==> src/power_mode_defines.vh <==
// Constants for the power mode controller: APB offsets, field positions,
// reset values and timing counts. Included by power_mode_controller.v.
`ifndef POWER_MODE_DEFINES_VH
`define POWER_MODE_DEFINES_VH

`define PMC_CTRL_OFFSET    12'h000
`define PMC_SLEEP_OFFSET   12'h004
`define PMC_STATUS_OFFSET  12'h008
`define PMC_CLKSEL_OFFSET  12'h00c

`define PMC_CTRL_IDLE_BIT  0
`define PMC_SLEEP_MODE_LSB 0
`define PMC_SLEEP_MODE_MSB 1
`define PMC_SLEEP_USB_BIT  7
`define PMC_CLKSEL_OSC_BIT 0
`define PMC_CLKSEL_32K_BIT 1

`define PMC_SLEEP_RESET    8'h00
`define PMC_CLKSEL_RESET   8'h01

`define PMC_CLK_HZ         10000000
`define PMC_PWRUP_NS       2000
`define PMC_PWRUP_CYCLES   ((`PMC_PWRUP_NS * (`PMC_CLK_HZ / 1000000) + 999) / 1000)

`endif

==> src/power_mode_controller.v <==
// Power mode controller: active mode plus four sleep modes, APB registers,
// clock gating, oscillator and regulator enables, usb reset and wake logic.
// Assumes wake pins are asynchronous; interrupt requests come from same-clock logic.
`include "power_mode_defines.vh"
`timescale 1ns/100ps
`default_nettype none

module power_mode_controller #(
  parameter PWRUP_CYCLES = `PMC_PWRUP_CYCLES
) (
  input  wire        core_clk,
  input  wire        rst,
  input  wire        psel,
  input  wire        penable,
  input  wire        pwrite,
  input  wire [11:0] paddr,
  input  wire [31:0] pwdata,
  output reg  [31:0] prdata,
  output reg         pready,
  output reg         pslverr,
  input  wire        port_wake_pin,
  input  wire        sleep_timer_irq,
  input  wire        cpu_irq,
  input  wire        crystal_stable_flag,
  output reg         cpu_clk_en,
  output reg         fast_rc_oscillator_en,
  output reg         crystal_oscillator_en,
  output reg         slow_osc_en,
  output reg         regulator_en,
  output reg         usb_reset,
  output reg         sysclk_from_crystal,
  output reg         resume_wake,
  output reg         port_irq_out,
  output reg         timer_irq_out
);

  localparam [5:0] ST_ACTIVE = 6'h01;
  localparam [5:0] ST_MODE0  = 6'h02;
  localparam [5:0] ST_MODE1  = 6'h04;
  localparam [5:0] ST_MODE2  = 6'h08;
  localparam [5:0] ST_MODE3  = 6'h10;
  localparam [5:0] ST_WAKE   = 6'h20;

  reg  [5:0]  state_r;
  reg  [5:0]  state_nxt;
  reg  [7:0]  sleep_r;
  reg  [7:0]  clksel_r;
  reg         xtal_on_r;
  reg  [15:0] wake_cnt_r;
  reg         resume_r;
  reg  [2:0]  pin_sync_r;
  reg         pin_lvl_r;
  reg         pin_lvl_d_r;
  reg  [2:0]  stb_sync_r;
  reg         stb_r;

  wire [1:0]  mode_sel   = sleep_r[`PMC_SLEEP_MODE_MSB:`PMC_SLEEP_MODE_LSB];
  wire        apb_access = psel & penable & pready;
  wire        apb_wr     = apb_access & pwrite;
  wire        idle_wr    = apb_wr & (paddr == `PMC_CTRL_OFFSET) & pwdata[`PMC_CTRL_IDLE_BIT];
  wire        pin_wake   = pin_lvl_r & ~pin_lvl_d_r;
  wire        sleeping   = state_r[2] | state_r[3] | state_r[4];
  // Pin and timer requests pass only while the sleep mode field is clear
  wire        int_gate   = (mode_sel == 2'b00);
  wire        irq_any    = cpu_irq | ((pin_wake | sleep_timer_irq) & int_gate);
  wire        crystal_sel = ~clksel_r[`PMC_CLKSEL_OSC_BIT];

  // Pin wake sampled with three flops; change counts when the last two agree
  always @(posedge core_clk or posedge rst) begin
    if (rst) begin
      pin_sync_r  <= 3'h0;
      pin_lvl_r   <= 1'b0;
      pin_lvl_d_r <= 1'b0;
      stb_sync_r  <= 3'h0;
      stb_r       <= 1'b0;
    end else begin
      pin_sync_r  <= {pin_sync_r[1:0], port_wake_pin};
      stb_sync_r  <= {stb_sync_r[1:0], crystal_stable_flag};
      if (pin_sync_r[1] == pin_sync_r[2])
        pin_lvl_r <= pin_sync_r[2];
      if (stb_sync_r[1] == stb_sync_r[2])
        stb_r <= stb_sync_r[2];
      pin_lvl_d_r <= pin_lvl_r;
    end
  end

  always @* begin
    state_nxt = state_r;
    case (state_r)
      ST_ACTIVE: begin
        if (idle_wr) begin
          case (mode_sel)
            2'd0:    state_nxt = ST_MODE0;
            2'd1:    state_nxt = ST_MODE1;
            2'd2:    state_nxt = ST_MODE2;
            default: state_nxt = ST_MODE3;
          endcase
        end
      end
      ST_MODE0: begin
        if (cpu_irq | pin_wake | sleep_timer_irq)
          state_nxt = ST_ACTIVE;
      end
      ST_MODE1, ST_MODE2: begin
        if (pin_wake | sleep_timer_irq)
          state_nxt = ST_WAKE;
      end
      ST_MODE3: begin
        if (pin_wake)
          state_nxt = ST_WAKE;
      end
      ST_WAKE: begin
        if (wake_cnt_r == 16'h0000)
          state_nxt = ST_ACTIVE;
      end
      default: state_nxt = ST_ACTIVE;
    endcase
  end

  // Reset forces active mode and a program restart rather than resume
  always @(posedge core_clk or posedge rst) begin
    if (rst) begin
      state_r    <= ST_ACTIVE;
      sleep_r    <= `PMC_SLEEP_RESET;
      clksel_r   <= `PMC_CLKSEL_RESET;
      wake_cnt_r <= 16'h0000;
      resume_r   <= 1'b0;
    end else begin
      state_r <= state_nxt;
      if (state_r == ST_ACTIVE && state_nxt != ST_ACTIVE)
        sleep_r[`PMC_SLEEP_MODE_MSB:`PMC_SLEEP_MODE_LSB] <= 2'b00;
      else if (apb_wr && paddr == `PMC_SLEEP_OFFSET)
        sleep_r <= pwdata[7:0];
      if (apb_wr && paddr == `PMC_CLKSEL_OFFSET)
        clksel_r <= pwdata[7:0];
      if (sleeping && state_nxt == ST_WAKE)
        wake_cnt_r <= PWRUP_CYCLES[15:0];
      else if (wake_cnt_r != 16'h0000)
        wake_cnt_r <= wake_cnt_r - 16'h0001;
      // One-cycle flag: back in active by wake, continue where stopped
      resume_r <= (state_r != ST_ACTIVE) && (state_nxt == ST_ACTIVE);
    end
  end

  // Crystal settles after wake; until then the fast rc clocks the system
  always @(posedge core_clk or posedge rst) begin
    if (rst)
      xtal_on_r <= 1'b0;
    else if (state_r == ST_WAKE || !crystal_sel)
      xtal_on_r <= 1'b0;
    else if (stb_r)
      xtal_on_r <= 1'b1;
  end

  always @(posedge core_clk or posedge rst) begin
    if (rst) begin
      cpu_clk_en            <= 1'b1;
      fast_rc_oscillator_en <= 1'b1;
      crystal_oscillator_en <= 1'b0;
      slow_osc_en           <= 1'b1;
      regulator_en          <= 1'b1;
      usb_reset             <= 1'b0;
      sysclk_from_crystal   <= 1'b0;
      resume_wake           <= 1'b0;
      port_irq_out          <= 1'b0;
      timer_irq_out         <= 1'b0;
    end else begin
      cpu_clk_en            <= state_r[0];
      fast_rc_oscillator_en <= state_r[0] | state_r[1] | state_r[5];
      crystal_oscillator_en <= crystal_sel & (state_r[0] | state_r[1] | state_r[5]);
      slow_osc_en           <= ~state_r[4];
      regulator_en          <= ~(state_r[3] | state_r[4]);
      usb_reset             <= state_r[3] | state_r[4] | ~sleep_r[`PMC_SLEEP_USB_BIT];
      sysclk_from_crystal   <= xtal_on_r & crystal_sel & state_r[0];
      resume_wake           <= resume_r;
      port_irq_out          <= pin_wake & int_gate;
      timer_irq_out         <= sleep_timer_irq & int_gate;
    end
  end

  // APB slave: one wait state, unmapped addresses answer with an error
  always @(posedge core_clk or posedge rst) begin
    if (rst) begin
      pready  <= 1'b0;
      pslverr <= 1'b0;
      prdata  <= 32'h00000000;
    end else begin
      pready  <= psel & penable & ~pready;
      pslverr <= 1'b0;
      prdata  <= 32'h00000000;
      if (psel && penable && !pready) begin
        case (paddr)
          `PMC_CTRL_OFFSET:   prdata <= 32'h00000000;
          `PMC_SLEEP_OFFSET:  prdata <= {24'h000000, sleep_r};
          `PMC_STATUS_OFFSET: prdata <= {24'h000000, 1'b0, irq_any, stb_r, resume_r, state_r[4:1]};
          `PMC_CLKSEL_OFFSET: prdata <= {24'h000000, clksel_r};
          default:            pslverr <= 1'b1;
        endcase
      end
    end
  end

endmodule
`default_nettype wire

==> config.mk <==
export PLATFORM = sky130hd
export DESIGN_NAME = power_mode_controller
export DESIGN_NICKNAME = d
export VERILOG_FILES = /design/src/power_mode_controller.v
export VERILOG_INCLUDE_DIRS = /design/src
export SDC_FILE = /design/constraint.sdc
export NUM_CORES = 1
export LEC_CHECK = 0
export BUFFER_PORTS_ARGS = -buffer_cell sky130_fd_sc_hd__buf_2
export CAP_MARGIN = 20
export CORE_MARGIN = 3
export CORE_UTILIZATION = 31
export CTS_CLUSTER_SIZE = 10
export DETAILED_ROUTE_END_ITERATION = 10
export GPL_ROUTABILITY_DRIVEN = 0
export SYNTH_ARGS = -nofsm -noshare
export SYNTH_HDL_FRONTEND = slang
export SYNTH_SLANG_ARGS = --single-unit
export TNS_END_PERCENT = 100
==> constraint.sdc <==
create_clock -name core_clk -period 3.7 [get_ports core_clk]
set_input_delay 0.74 -clock core_clk [delete_from_list [all_inputs] [get_ports core_clk]]
set_output_delay 0.74 -clock core_clk [all_outputs]
set_load 0.02 [all_outputs]
==> results.sh <==
export IMPL_status="finished, final reports clean"
export IMPL_grt_pass1_vias=2180
export IMPL_end_kind="flop"
export IMPL_cts_sinks=69
export IMPL_nets=397
export IMPL_port_buffers=48
export IMPL_dp_hpwl_um=4690
export IMPL_nFillCells=1043
export IMPL_cts_path_max_buffers=2
export IMPL_dp_cells=465
export IMPL_switching_share_pct=26.1
export IMPL_layout_commonest_cell="dfrtp_1"
export IMPL_viasPerCell=4.70
export IMPL_io_pins=97
export IMPL_cp_top_family="simple AND/OR/NAND/NOR gates"
export IMPL_tightest_slew_ps=865
export IMPL_cts_inserted_buffers=9
export IMPL_drive_gt1_share_pct=30.5
export IMPL_min_period_ps=2420
export IMPL_path_clk_slew_ps=70
export IMPL_areaGrowthSynthToFinish_pct=14.7
export IMPL_cts_hold_buf=0
export IMPL_peakVddDrop_v=0.000188
export IMPL_synth_flop_cell="dfrtp_1"
export IMPL_critPathSlowestCell="and4b_1"
export IMPL_setup_tns_ps=0
export IMPL_p_int_mw=1.13
export IMPL_yosys_cell_types_count=60
export IMPL_wl_per_cell_um=13.6
export IMPL_synth_area_sq_mm=0.00325
export IMPL_die_area_sq_mm=0.0117
export IMPL_post_cts_resized=0
export IMPL_slew_headroom_pct=42.3
export IMPL_critPathLaunchType="input port"
export IMPL_num_vias=2265
export IMPL_grt_usage_pct=12.0
export IMPL_layout_common_cells="63 x dfrtp_1, 48 x buf_2, 30 x nor2_1, 24 x conb_1, 22 x nand2_1"
export IMPL_rows=36
export IMPL_synth_edff_count=0
export IMPL_initial_core_util_pct=32.5
export IMPL_setup_viol=0
export IMPL_skew_ps=10.8
export IMPL_drv_slew=0
export IMPL_core_area_sq_mm=0.0100
export IMPL_cp_data_required_time_ps=3930
export IMPL_crit_chain="buf_2 -> or4_4 -> nor4_4 -> and4b_1 -> mux2_2"
export IMPL_drtIter0Drc=78
export IMPL_cts_root_buf="clkbuf_8"
export IMPL_seqCellArea_sq_mm=0.00173
export IMPL_async_reset_ff_share_pct=100
export IMPL_die_x_um=108
export IMPL_crit_type="input port to flop"
export IMPL_path_buf_inv=1
export IMPL_netlist_top_cells_area="dfrtp_1 49%, mux2_2 6.6%, buf_4 5.8%, dfstp_2 4.9%, nor2_1 3.5%"
export IMPL_syn_avg_cell_area_sq_um=11.2
export IMPL_postCtsSetupBuffers=0
export IMPL_clk_latency_ps=340
export IMPL_yosys_warnings=0
export IMPL_drc=0
export IMPL_grt_start_max_net_pins=43
export IMPL_combPwrFrac_pct=9.0
export IMPL_power_frac_clock_pct=40.2
export IMPL_p_sw_mw=0.399
export IMPL_postRouteAntennaNets=0
export IMPL_htree_levels=3
export IMPL_cpPeakStageDelay_ps=550
export IMPL_pwr_density_cell_mw_per_mm2=410
export IMPL_ys_ff_latch=69
export IMPL_hp_class="flop to flop"
export IMPL_die_y_um=108
export IMPL_fmax_mhz=413
export IMPL_cp_data_arrival_time_ps=2650
export IMPL_p_leak_nw=1.80
export IMPL_antenna_found_initial=0
export IMPL_cap_violations=0
export IMPL_dr_pass1_iters=4
export IMPL_synth_largest_area_cell="dfrtp_1"
export IMPL_syn_instance_count=291
export IMPL_cts_tree="yes"
export IMPL_crit_path_max_fanout=10
export IMPL_hold_viol_final=0
export IMPL_grt_ovfl_total=0
export IMPL_final_period_utilization_pct=65.4
export IMPL_pwr_share_seq_pct=50.7
export IMPL_fin_cells=482
export IMPL_grt_pass1_wl_um=10900
export IMPL_netlist_area_leader_share_pct=48.5
export IMPL_wl_um=6560
export IMPL_yosysSeqAreaShare_pct=53.4
export IMPL_multi_input_area_sq_mm=0.00135
export IMPL_rsz0062_at_grt="no"
==> per-stage QoR <==
step / power, mW / utilization [%] / worst slack, ps / instance area [sq um] / hold WS, ps
floorplan: 0.907 / - / 1230 / 3340 / 331
global placement: 0.925 / 35.3 / 922 / 3530 / 336
detailed placement: 0.928 / 35.3 / 935 / 3530 / 342
CTS: 1.55 / 37.3 / 1310 / 3730 / 359
global route: 1.60 / 37.3 / 1200 / 3730 / 363
finish: 1.53 / 37.3 / 1280 / 3730 / 355
==> sequential cells by signal (all words and copies together), names as in the netlist, 3 cells and up <==
name        flops
prdata          8
stb_sync_r      3
pin_sync_r      3
state_r         6
clksel_r        8
wake_cnt_r     16
sleep_r         8
==> cell usage after synthesis (2+ instances only) <==
cell and n:
dfrtp_1 63, nor2_1 30, buf_4 25, nand2_1 22, mux2_2 19, nor3_1 8, a22oi_1 7, inv_1 7
a21oi_1 6, dfstp_2 6, nor2b_1 6, o21ai_0 6, nand3_1 5, nand2b_1 4, nand3b_1 4, or3_1 4
xnor2_1 4, xor2_1 4, a211oi_1 3, clkbuf_1 3, mux2i_1 3, nor3b_1 3, o22ai_1 3, or4_1 3
buf_6 2, maj3_1 2, nor4_1 2, nor4b_1 2, o21bai_1 2, o31ai_1 2, or4_4 2
==> cell families (layout without fill, tap and decap cells) <==
kind of cell	after synthesis	in the layout	synth area share, %
and+or+nand+nor	108	108	18.9
other	1	25	0.115
adders and majority gates	3	3	1.00
AOI/OAI and AO/OA	41	41	9.09
DFF	69	69	53.4
xor gates and xnor gates	8	8	2.16
buffers and inverters	39	73	7.89
muxes	22	22	7.51
==> cell type report <==
type / instances / area share (%)
clock buffers: 9 / 3.32
flip-flops and latches: 69 / 46.5
inverters: 7 / 0.705
clock inverters: 7 / 2.01
repair buffers: 50 / 6.85
diodes: 1 / 0.0671
well taps: 133 / 4.46
multi-input cells: 206 / 36.1
==> power groups by stage <==
stage / clock, mW / combinational, mW / sequential [mW]
final: 0.614 / 0.138 / 0.775
after CTS: 0.633 / 0.140 / 0.775
after global routing: 0.667 / 0.159 / 0.776
after detailed placement: 0 / 0.140 / 0.789
after floorplan: 0 / 0.119 / 0.788
after global placement: 0 / 0.137 / 0.789
==> worst paths after layout <==
path                          startpoint             to  slack (ps)  cells after the start
setup / recovery                paddr[7]     sleep_r[7]        1280                      5
hold / removal             stb_sync_r[0]  stb_sync_r[1]         350                      0
setup reg to reg              state_r[3]  wake_cnt_r[8]        1520                      4
hold reg to reg            stb_sync_r[0]  stb_sync_r[1]         350                      0
max in group asynchronous            rst     cpu_clk_en        2310                      3
min in group asynchronous            rst      xtal_on_r         580                      2
==> worst register-to-register path, stage by stage, from the launching register on <==
cell and delay (ps):
dfrtp_1 490, or4_1 570, or3_4 390, a22oi_4 480
nor2_1 110
==> per-layer routing <==
layer	share of wire (%)	GRT usage (%)	up-vias	routed length [um]
met5	0	0	-	0
met4	1.2	5.14	0	78
met3	6.1	3.28	5	402
met2	47	19.3	71	3110
met1	45	15.1	1108	2970
li1	-	-	1081	-
(Power assumes the default switching activity.)
